$ cat config.mk
export PLATFORM = sky130hd
export DESIGN_NAME = sbalu_core
export DESIGN_NICKNAME = d
export VERILOG_FILES = /design/src/logic/sbalu_pkg.sv /design/src/logic/sbalu_core.sv
export VERILOG_INCLUDE_DIRS = /design/src /design/src/logic
export SDC_FILE = /design/constraint.sdc
export NUM_CORES = 2
export LEC_CHECK = 0
export BUFFER_PORTS_ARGS = -buffer_cell sky130_fd_sc_hd__buf_4
export CAP_MARGIN = 20
export CORE_MARGIN = 2
export CORE_UTILIZATION = 45
export CTS_CLUSTER_DIAMETER = 200
export DETAILED_ROUTE_END_ITERATION = 12
export MAX_ROUTING_LAYER = met4
export PLACE_DENSITY_LB_ADDON = 0.2
export SKIP_CTS_REPAIR_TIMING = 1
export SYNTH_ARGS = -nofsm -noshare
export SYNTH_HDL_FRONTEND = slang
export SYNTH_SLANG_ARGS = --single-unit
export TNS_END_PERCENT = 30
$ cat constraint.sdc
create_clock -name clk -period 8.62 [get_ports clk]
set_input_delay 1.293 -clock clk [delete_from_list [all_inputs] [get_ports clk]]
set_output_delay 1.293 -clock clk [all_outputs]
set_load 0.03 [all_outputs]
$ cat src/logic/sbalu_consts.svh
`ifndef SBALU_CONSTS_SVH
`define SBALU_CONSTS_SVH
`define SBALU_WORD_W 16
`define SBALU_BYTE_W 8
`define SBALU_MUL_W 17
`define SBALU_LIT_W 5
`define SBALU_FLAG_C 0
`define SBALU_FLAG_Z 1
`define SBALU_FLAG_N 2
`define SBALU_FLAG_OV 3
`define SBALU_FLAG_DC 4
`define SBALU_FLAGS_RESET 5'h00
`define SBALU_DIV_STEPS 5'h10
`endif

$ cat src/logic/sbalu_pkg.sv
package sbalu_pkg;
    typedef enum logic [4:0] {
        SBALU_ADD,
        SBALU_SUB,
        SBALU_AND,
        SBALU_IOR,
        SBALU_XOR,
        SBALU_SHL,
        SBALU_LSR,
        SBALU_ASR,
        SBALU_MUL_SS,
        SBALU_MUL_UU,
        SBALU_MUL_US,
        SBALU_MUL_SL,
        SBALU_MUL_UL,
        SBALU_MUL_BB,
        SBALU_DIV_U,
        SBALU_PASS
    } sbalu_op_e;
    typedef enum logic [1:0] {
        SBALU_IDLE,
        SBALU_DIVIDE,
        SBALU_DONE
    } sbalu_state_e;
endpackage

$ cat src/logic/sbalu_core.sv
// How it works
// [RULE1] Sixteen-bit add, subtract, shift and logic.
// [RULE2] Arithmetic uses two's-complement representation.
// [RULE3] Update carry, zero, negative, overflow, nibble flags.
// [RULE4] Subtraction carry and nibble carry mean borrow; the code sets them to 1 when no borrow occurs.
// [RULE5] Byte or word width per instruction.
// [RULE6] Operand from register array or memory.
// [RULE7] Result goes to register array or memory.
// [RULE8] Division support for a sixteen-bit divisor.
// [RULE9] Multiplier operands are seventeen bits wide.
// [RULE10] Signed-signed and unsigned-unsigned word multiply.
// [RULE11] Unsigned by signed word multiply.
// [RULE12] Signed word times unsigned five-bit literal.
// [RULE13] Unsigned word times unsigned five-bit literal.
// [RULE14] Unsigned byte by byte multiply.
// [RULE15] Full-width products, nothing truncated.
// [RULE16] Byte flags from low byte; upper byte kept for non-multiply results written to a register. A byte-mode divide still writes the whole quotient.
`timescale 1ns/1ns
`include "sbalu_consts.svh"
module sbalu_core
#(
    parameter int WordW = `SBALU_WORD_W
)
(
    input  wire logic                   clk,
    input  wire logic                   rstn,
    input  wire logic                   start,
    input  wire sbalu_pkg::sbalu_op_e   op,
    input  wire logic                   byteMode,
    input  wire logic                   srcIsMem,
    input  wire logic                   dstIsMem,
    input  wire logic [WordW-1:0]       regOperandA,
    input  wire logic [WordW-1:0]       regOperandB,
    input  wire logic [WordW-1:0]       memOperandB,
    input  wire logic [WordW-1:0]       regDestOld,
    input  wire logic [4:0]             literal,
    output logic [WordW-1:0]            result_q,
    output logic [WordW-1:0]            resultHigh_q,
    output logic                        regWrite_q,
    output logic                        memWrite_q,
    output logic                        done_q,
    output logic                        busy_q,
    output logic                        divByZero_q,
    output logic [4:0]                  aluStatus_q
);
    // Operand B source is picked here; the decoder keeps the mux select stable with start.
    logic [WordW-1:0] opB;
    assign opB = srcIsMem ? memOperandB : regOperandB; // [RULE6]

    function automatic logic [33:0] mul17(input logic [16:0] a, input logic [16:0] b);
        mul17 = 34'($signed(a) * $signed(b)); // [RULE9]
    endfunction

    // Combinational datapath for single-cycle operations.
    logic [WordW-1:0]  aluRes;
    logic [WordW-1:0]  mulHigh;
    logic              cOut;
    logic              dcOut;
    logic              ovOut;
    logic              flagsArith;
    logic [16:0]       sumW;
    logic [8:0]        sumB;
    logic [4:0]        sumN;
    logic [33:0]       prod;
    logic [16:0]       ma;
    logic [16:0]       mb;
    logic              subtract;
    logic [WordW-1:0]  bEff;
    always_comb
    begin
        subtract = (op == sbalu_pkg::SBALU_SUB);
        bEff = subtract ? ~opB : opB; // [RULE2]
        sumW = 17'(regOperandA) + 17'(bEff) + 17'(subtract);
        sumB = 9'(regOperandA[7:0]) + 9'(bEff[7:0]) + 9'(subtract);
        sumN = 5'(regOperandA[3:0]) + 5'(bEff[3:0]) + 5'(subtract);
        ma = {1'b0, regOperandA};
        mb = {1'b0, opB};
        aluRes = '0;
        mulHigh = '0;
        cOut = 1'b0;
        dcOut = sumN[4]; // [RULE4]
        ovOut = 1'b0;
        flagsArith = 1'b0;
        prod = '0;
        case (op)
            sbalu_pkg::SBALU_ADD, sbalu_pkg::SBALU_SUB:
            begin
                flagsArith = 1'b1;
                if (byteMode) // [RULE5]
                begin
                    aluRes = {8'h00, sumB[7:0]};
                    cOut = sumB[8]; // [RULE4]
                    ovOut = (regOperandA[7] == bEff[7]) && (sumB[7] != regOperandA[7]);
                end
                else
                begin
                    aluRes = sumW[15:0]; // [RULE1]
                    cOut = sumW[16];
                    ovOut = (regOperandA[15] == bEff[15]) && (sumW[15] != regOperandA[15]);
                end
            end
            sbalu_pkg::SBALU_AND: aluRes = regOperandA & opB;
            sbalu_pkg::SBALU_IOR: aluRes = regOperandA | opB;
            sbalu_pkg::SBALU_XOR: aluRes = regOperandA ^ opB;
            sbalu_pkg::SBALU_SHL:
            begin
                aluRes = {regOperandA[14:0], 1'b0};
                cOut = byteMode ? regOperandA[7] : regOperandA[15];
            end
            sbalu_pkg::SBALU_LSR:
            begin
                aluRes = byteMode ? {9'h000, regOperandA[7:1]} : {1'b0, regOperandA[15:1]};
                cOut = regOperandA[0];
            end
            sbalu_pkg::SBALU_ASR:
            begin
                aluRes = byteMode ? {8'h00, regOperandA[7], regOperandA[7:1]}
                                  : {regOperandA[15], regOperandA[15:1]};
                cOut = regOperandA[0];
            end
            sbalu_pkg::SBALU_MUL_SS:
                prod = mul17({regOperandA[15], regOperandA}, {opB[15], opB}); // [RULE10]
            sbalu_pkg::SBALU_MUL_UU:
                prod = mul17(ma, mb); // [RULE10]
            sbalu_pkg::SBALU_MUL_US:
                prod = mul17(ma, {opB[15], opB}); // [RULE11]
            sbalu_pkg::SBALU_MUL_SL:
                prod = mul17({regOperandA[15], regOperandA}, {12'h000, literal}); // [RULE12]
            sbalu_pkg::SBALU_MUL_UL:
                prod = mul17(ma, {12'h000, literal}); // [RULE13]
            sbalu_pkg::SBALU_MUL_BB:
                prod = mul17({9'h000, regOperandA[7:0]}, {9'h000, opB[7:0]}); // [RULE14]
            sbalu_pkg::SBALU_PASS: aluRes = opB;
            default: aluRes = '0;
        endcase
        if (op inside {sbalu_pkg::SBALU_MUL_SS, sbalu_pkg::SBALU_MUL_UU,
                       sbalu_pkg::SBALU_MUL_US, sbalu_pkg::SBALU_MUL_SL,
                       sbalu_pkg::SBALU_MUL_UL, sbalu_pkg::SBALU_MUL_BB})
        begin
            aluRes = prod[15:0]; // [RULE15]
            mulHigh = (op == sbalu_pkg::SBALU_MUL_BB) ? 16'h0000 : prod[31:16];
        end
    end

    // Division runs one restoring step per cycle, so it takes sixteen cycles plus one.
    sbalu_pkg::sbalu_state_e state_q;
    logic [4:0]        divCount_q;
    logic [WordW-1:0]  quot_q;
    logic [WordW:0]    rem_q;
    logic [WordW-1:0]  divisor_q;
    logic              divDst_q;
    logic [WordW:0]    remShift;
    logic [WordW:0]    remTrial;
    assign remShift = {rem_q[WordW-1:0], quot_q[WordW-1]};
    assign remTrial = remShift - {1'b0, divisor_q};

    logic isMul;
    assign isMul = op inside {sbalu_pkg::SBALU_MUL_SS, sbalu_pkg::SBALU_MUL_UU,
                              sbalu_pkg::SBALU_MUL_US, sbalu_pkg::SBALU_MUL_SL,
                              sbalu_pkg::SBALU_MUL_UL, sbalu_pkg::SBALU_MUL_BB};

    // Byte results keep the old upper byte only when written back to a register.
    logic [WordW-1:0] mergedRes;
    assign mergedRes = (byteMode && !isMul && !dstIsMem)
                       ? {regDestOld[15:8], aluRes[7:0]} : aluRes; // [RULE16]

    always_ff @(posedge clk or negedge rstn)
    begin
        if (!rstn)
        begin
            state_q <= sbalu_pkg::SBALU_IDLE;
            divCount_q <= 5'h00;
            quot_q <= '0;
            rem_q <= '0;
            divisor_q <= '0;
            divDst_q <= 1'b0;
            busy_q <= 1'b0;
        end
        else
        begin
            case (state_q)
                sbalu_pkg::SBALU_IDLE:
                    if (start && op == sbalu_pkg::SBALU_DIV_U && opB != '0)
                    begin
                        state_q <= sbalu_pkg::SBALU_DIVIDE; // [RULE8]
                        quot_q <= regOperandA;
                        rem_q <= '0;
                        divisor_q <= opB;
                        divDst_q <= dstIsMem;
                        divCount_q <= `SBALU_DIV_STEPS;
                        busy_q <= 1'b1;
                    end
                sbalu_pkg::SBALU_DIVIDE:
                begin
                    if (remTrial[WordW])
                    begin
                        rem_q <= remShift;
                        quot_q <= {quot_q[WordW-2:0], 1'b0};
                    end
                    else
                    begin
                        rem_q <= remTrial;
                        quot_q <= {quot_q[WordW-2:0], 1'b1};
                    end
                    divCount_q <= divCount_q - 5'h01;
                    if (divCount_q == 5'h01)
                        state_q <= sbalu_pkg::SBALU_DONE;
                end
                sbalu_pkg::SBALU_DONE:
                begin
                    state_q <= sbalu_pkg::SBALU_IDLE;
                    busy_q <= 1'b0;
                end
                default: state_q <= sbalu_pkg::SBALU_IDLE;
            endcase
        end
    end

    // Result and write strobes.
    always_ff @(posedge clk or negedge rstn)
    begin
        if (!rstn)
        begin
            result_q <= '0;
            resultHigh_q <= '0;
            regWrite_q <= 1'b0;
            memWrite_q <= 1'b0;
            done_q <= 1'b0;
            divByZero_q <= 1'b0;
        end
        else
        begin
            regWrite_q <= 1'b0;
            memWrite_q <= 1'b0;
            done_q <= 1'b0;
            divByZero_q <= 1'b0;
            if (state_q == sbalu_pkg::SBALU_DONE)
            begin
                result_q <= quot_q;
                resultHigh_q <= rem_q[WordW-1:0];
                regWrite_q <= !divDst_q; // [RULE7]
                memWrite_q <= divDst_q;
                done_q <= 1'b1;
            end
            else if (start && state_q == sbalu_pkg::SBALU_IDLE)
            begin
                if (op == sbalu_pkg::SBALU_DIV_U)
                begin
                    if (opB == '0)
                    begin
                        divByZero_q <= 1'b1;
                        done_q <= 1'b1;
                    end
                end
                else
                begin
                    result_q <= mergedRes;
                    resultHigh_q <= mulHigh;
                    regWrite_q <= !dstIsMem; // [RULE7]
                    memWrite_q <= dstIsMem;
                    done_q <= 1'b1;
                end
            end
        end
    end

    // Flags: logic and shifts touch Z and N (and C for shifts); add/sub touch all five.
    logic zeroRes;
    logic negRes;
    assign zeroRes = byteMode ? (aluRes[7:0] == 8'h00) : (aluRes == '0); // [RULE16]
    assign negRes = byteMode ? aluRes[7] : aluRes[15];
    always_ff @(posedge clk or negedge rstn)
    begin
        if (!rstn)
            aluStatus_q <= `SBALU_FLAGS_RESET;
        else if (start && state_q == sbalu_pkg::SBALU_IDLE && !isMul
                 && op != sbalu_pkg::SBALU_DIV_U && op != sbalu_pkg::SBALU_PASS)
        begin
            aluStatus_q[`SBALU_FLAG_Z] <= zeroRes; // [RULE3]
            aluStatus_q[`SBALU_FLAG_N] <= negRes;
            if (flagsArith || op inside {sbalu_pkg::SBALU_SHL, sbalu_pkg::SBALU_LSR,
                                         sbalu_pkg::SBALU_ASR})
                aluStatus_q[`SBALU_FLAG_C] <= cOut;
            if (flagsArith)
            begin
                aluStatus_q[`SBALU_FLAG_OV] <= ovOut;
                aluStatus_q[`SBALU_FLAG_DC] <= dcOut;
            end
        end
    end
endmodule

## After elaboration in Yosys (flattened, before gate mapping)

Cells that the tools add are included.

- Add/subtract/negate cells: 8
- Multipliers: 6
- Eq/ne operators: 27
- Muxes and demuxes: 51
- Bitwise operators: 4
- Reduce and logical (&&, ||, !) cells: 34

Operators by type and width:

| cell | number |
|---|---|
| $mux 16 | 17 |
| $pmux 32 s6 | 1 |
| $pmux 16 s8 | 1 |
| $mul 16x16->32 | 2 |
| $pmux 16 s2 | 2 |
| $eq 5x4->1 const B | 8 |
| $logic_not 16->1 | 2 |
| $mul 17x16->32 | 1 |
| $mul 16x6->22 | 1 |
| $mux 1 | 22 |
| $mul 16x5->21 | 1 |
| $eq 5x3->1 const B | 4 |
| $add 16x16->17 | 1 |
| $add 17x1->17 | 1 |
| $sub 17x16->17 | 1 |
| $and 16x16->16 | 1 |
| $mul 8x8->16 | 1 |
| $not 16->16 | 1 |
| $or 16x16->16 | 1 |
| $reduce_bool 16->1 | 1 |
| $xor 16x16->16 | 1 |
| $mux 15 | 1 |
| $reduce_and 2->1 | 7 |
| $eq 5x1->1 const B | 2 |
| other kinds (29) | 49 |

- Bits in registers: 98
- Bits of input ports: 80
- Output and inout bits: 42
- Logic and storage cells: 146

## Logic depth before layout (Yosys ltp)

- Depth after elaboration: 12
- Gate-level depth with buffers: 33
- Gate-level depth less buffers: 28

## Worst setup path after synthesis

No wires, ideal clock.

- Path kind: input to register
- Start point: input srcIsMem
- End point: register resultHigh_q[15]
- Setup time: 78 ps
- Arrival time: 8836 ps
- Data required time: 8542 ps
- Slack: -294 ps
- Stages on the path: 28
- Path buffers: 3
- Cell sequence: buf_2 -> buf_1 -> mux2i_1 -> clkinv_1 -> clkbuf_1 -> ha_1 -> fa_1 -> fa_1 -> inv_1 -> fa_1 -> inv_1 -> fa_1 -> inv_1 -> fa_1 -> fa_1 -> inv_1 -> ha_1 -> a21o_1 -> a21o_1 -> a21oi_1 -> nor2b_1 -> a221oi_1 -> a311oi_1 -> o21ai_0 -> or4b_2 -> o31a_1 -> o21bai_1 -> o2bb2ai_1

- Longest elaborated chain between the ends: 8
- Elaborated cells between the ends (all ways): 10
- Those cells by class: mul: 3; mux: 7

RTL lines:

| element | RTL line | RTL |
|---|---|---|
| from (decl) | sbalu_core.sv:30 | `input wire logic srcIsMem,` |
| $mux 16 * | sbalu_core.sv:48 | `assign opB = srcIsMem ? memOperandB : regOperandB;` |
| via opB[7] | sbalu_core.sv:47 | `logic [WordW-1:0] opB;` |
| $mul 17x16->32 / $mul 16x16->32 (equally long branches) | sbalu_core.sv:51 | `mul17 = 34'($signed(a) * $signed(b));` |
| $pmux 32 s6 * | sbalu_core.sv:85 | `case (op)` |
| $mux 16 * | sbalu_core.sv:141 | `mulHigh = (op == sbalu_pkg::SBALU_MUL_BB) ? 16'h0000 : prod[31:16];` |
| $mux 16 * | sbalu_core.sv:136 | `if (op inside {sbalu_pkg::SBALU_MUL_SS, sbalu_pkg::SBALU_MUL_UU,` |
| $mux 16 * | sbalu_core.sv:247 | `if (op == sbalu_pkg::SBALU_DIV_U)` |
| $mux 16 * | sbalu_core.sv:245 | `else if (start && state_q == sbalu_pkg::SBALU_IDLE)` |
| $mux 16 * | sbalu_core.sv:237 | `if (state_q == sbalu_pkg::SBALU_DONE)` |
| to (signal assigned) | sbalu_core.sv:240 | `resultHigh_q <= rem_q[WordW-1:0];` |
| to (signal assigned) | sbalu_core.sv:258 | `resultHigh_q <= mulHigh;` |
| to (decl) | sbalu_core.sv:38 | `output logic [WordW-1:0] resultHigh_q,` |

Mark *: on every way through the listed nets, which the timed path passes. The rest lies on a longest branch. The select of a mux whose other input is x is not followed.
A chain may end at the register's enable or synchronous reset.

## Worst setup path after layout

- Start point: input srcIsMem
- End point: register resultHigh_q[13]

- Longest elaborated chain between the ends: 8
- Elaborated cells between the ends (all ways): 10
- Those cells by class: mul: 3; mux: 7

RTL lines:

| element | RTL line |
|---|---|
| $mux 16 * | sbalu_core.sv:48 |
| $mul 17x16->32 / $mul 16x16->32 (equally long branches) | sbalu_core.sv:51 |
| $pmux 32 s6 * | sbalu_core.sv:85 |
| $mux 16 * | sbalu_core.sv:141 |
| $mux 16 * | sbalu_core.sv:136 |
| $mux 16 * | sbalu_core.sv:247 |
| $mux 16 * | sbalu_core.sv:245 |
| $mux 16 * | sbalu_core.sv:237 |

Every way passes the cells marked *; elsewhere a longest branch is shown, timed or not. The select of a mux whose other input is x is not followed.

==> results by group <==
Floorplan
  • Initial cell density of the core: 0.456
  • Ports: 122
  • Chip width: 265 um
  • Cell Rows: 95
  • DIE AREA: 70,200 um^2
  • Die H: 265 um
  • Area of the core: 67,300 um^2

Timing
  • Slew headroom: 0.301
  • Final max-slew violation count: 0
  • RSZ-0062 raised after global routing: yes
  • Worst Max-Slew Pin Slew: 1.04 ns
  • Final WS setup: 0.172 ns
  • Fin crit share: 0.980
  • Final Hold Fails: 0
  • Fmax: 118 MHz
  • Final min period: 8.45 ns
  • Clk_skew: 0.00951 ns
  • Setup violation total in the final timing report: 0

Critical path
  • Worst reg2reg path startpoint: quot_q[15]
  • Crit. End Element: register
  • CP most frequent cell: inv_1
  • R2r setup slk: 5.16 ns
  • Critical Path Source: srcIsMem
  • Crit path launch type: input pin
  • Crit-path max cell delay: 0.57 ns
  • CP top delay family: adder cells
  • Buf/Inv on CP: 13
  • Critical path depth: 32
  • Crit Path Category: input pin to register
  • Reg2reg end: rem_q[15]
  • Arr. time, crit path: 8.71 ns
  • CP max-delay cell: fa_1
  • Reg2Reg Depth: 15
  • CP endpoint: resultHigh_q[13]
  • Worst Path Required: 8.88 ns
  • Worst-path fanout max: 12

Min path
  • Hold Crit Class: register to register

Clocking
  • TritonCTS clock tree: built
  • CTS Buffer Depth: 2
  • Worst-path clk slew: 0.07 ns
  • Htree depth: 3
  • Clock root buffer: clkbuf_16
  • CTS sink cnt: 98
  • Clk_lat worst skew: 0.36 ns
  • Total CTS buffers: 9

Run
  • Total of max-cap violations: 0

Yosys
  • Number of synthesized flops with an enable pin: 0
  • Sequential share of the synthesized area: 0.0800
  • Post-Syn Area: 30,700 um^2
  • Asr flop ratio synth: 1.00
  • Syn. warnings: 0
  • FF+latch count, synth: 98
  • Avg Inst Size Synth: 8.59 um^2
  • Post-Syn Instances: 3,569
  • Prevailing post-synth register cell: dfrtp_1
  • Syn_nets: 4,538
  • Unique masters post-synth: 81

Placed design
  • GPL Wtd Cong: 0.997
  • PortBufs: 113
  • Post-DP HPWL: 86,800 um
  • Setup slack at placement: -0.0910 ns

Global routing
  • Vias in the first global route: 26,337
  • Grt total ovfl: 0
  • Pin count of the biggest net entering global routing: 69
  • Tot GR Track Use: 0.304
  • First-pass GRT wire length: 157,000 um
  • Initial antenna violation count: 0

Detailed routing
  • Via-per-instance ratio: 5.53
  • Drt first pass iters: 6
  • Via Count: 25,912
  • Routed wire length: 102,000 um
  • Wire per inst: 21.7 um
  • Antenna Nets Post-Route: 0
  • Iter 0 DRT Violations: 2,268
  • Remaining routing DRC violations: 0

Layout
  • Commonest non-fill, non-tap cell in the layout: inv_1
  • Fillers: 6,564
  • Area growth syn-to-layout: 11.9%
  • Nets: 4,780
  • Commonest cells after routing, fill and taps aside: inv_1 (777), fa_1 (524), ha_1 (365)
  • Layout cells sized above 1: 0.107
  • ANT cells: 0

Outcome
  • Outcome: complete, no violations
[worst reg2reg max path, cell delays in order, from the launching register on]
cell      delay [ns]
dfrtp_1         0.39
inv_1           0.11
ha_1            0.21
fa_1            0.21
nor2b_1         0.06
o21a_1          0.17
o21ai_0         0.25
a21oi_1         0.15
a41o_1          0.30
o221ai_1        0.23
o21ai_0         0.15
a21oi_1         0.24
xnor2_2         0.13
buf_4           0.30
nand2_1         0.21
o221ai_1        0.26
[sequential cells by signal, summed over array words and instances, names as in the netlist]
register      cells
aluStatus_q       5
busy_q            1
divByZero_q       1
divCount_q        5
divDst_q          1
divisor_q        16
done_q            1
memWrite_q        1
quot_q           16
regWrite_q        1
rem_q            16
resultHigh_q     16
result_q         16
state_q           2
[cells by family after synthesis]
group	synth area share
buf+inv	0.112
fa+ha+maj	0.491
simple gates	0.123
compound gates	0.136
xor+xnor	0.0437
flops	0.0800
mux	0.0142
[synthesized netlist by cell type (all sizes together) (22+ instances only)]
| library cell | instances | share of area |
|---|---|---|
| nor3 | 25 | 0.0041 |
| dfrtp | 98 | 0.080 |
| clkbuf | 117 | 0.014 |
| a211oi | 23 | 0.0056 |
| ha | 365 | 0.15 |
| a21o | 40 | 0.0098 |
| mux2i | 39 | 0.013 |
| nand2 | 331 | 0.041 |
| inv | 781 | 0.096 |
| and2 | 56 | 0.011 |
| o21a | 31 | 0.0076 |
| fa | 524 | 0.34 |
| xnor2 | 93 | 0.027 |
| o21ai | 154 | 0.025 |
| a21oi | 136 | 0.022 |
| nand2b | 31 | 0.0063 |
| nor2b | 22 | 0.0045 |
| nor2 | 255 | 0.031 |
| nand3 | 47 | 0.0077 |
| o22ai | 39 | 0.0080 |
| xor2 | 60 | 0.017 |
| a22oi | 37 | 0.0091 |
[worst min-delay path by stage]
stage                         from             end  cells past startpoint
finish                    divDst_q      regWrite_q                      1
global route        aluStatus_q[3]  aluStatus_q[3]                      1
CTS                       divDst_q      regWrite_q                      1
detailed placement          busy_q          busy_q                      2
global placement            busy_q          busy_q                      2
floorplan             divisor_q[0]    divisor_q[0]                      2
[metal layers]
layer / vias to the layer above / wire length [um] / GRT usage
met2: 874 / 48400 / 0.491
met3: 193 / 6310 / 0.0372
met5: - / 0 / -
met1: 12932 / 41400 / 0.389
li1: 11913 / - / -
met4: 0 / 5700 / 0.128
[metrics by stage]
step / instances / util / TNS, ns / hold slack [ns] / area (um^2)
3_5_place_dp: 4672 / 0.505 / -0.413 / 0.475 / 34000
5_1_grt: 4688 / 0.510 / -0.0101 / 0.527 / 34300
2_1_floorplan: 3569 / - / 0 / 0.454 / 30700
4_1_cts: 4687 / 0.510 / 0 / 0.500 / 34300
6_report: 4688 / 0.510 / 0 / 0.499 / 34300
3_3_place_gp: 4672 / 0.505 / -0.126 / 0.470 / 34000
[area by class of cell]
class                           count  area, um^2  share of cell area
Clock buffer                       10         229             0.00667
Clock inverter                      5        80.1             0.00233
Inverter                          788        2960              0.0862
Multi-Input combinational cell   2560       24800               0.724
Sequential cell                    98        2450              0.0715
Tap cell                          873        1090              0.0318
Timing Repair Buffer              354        2670              0.0778
Power is not shown: default switching activity piles up to over one toggle a cycle in this logic, so the estimate is an artifact.
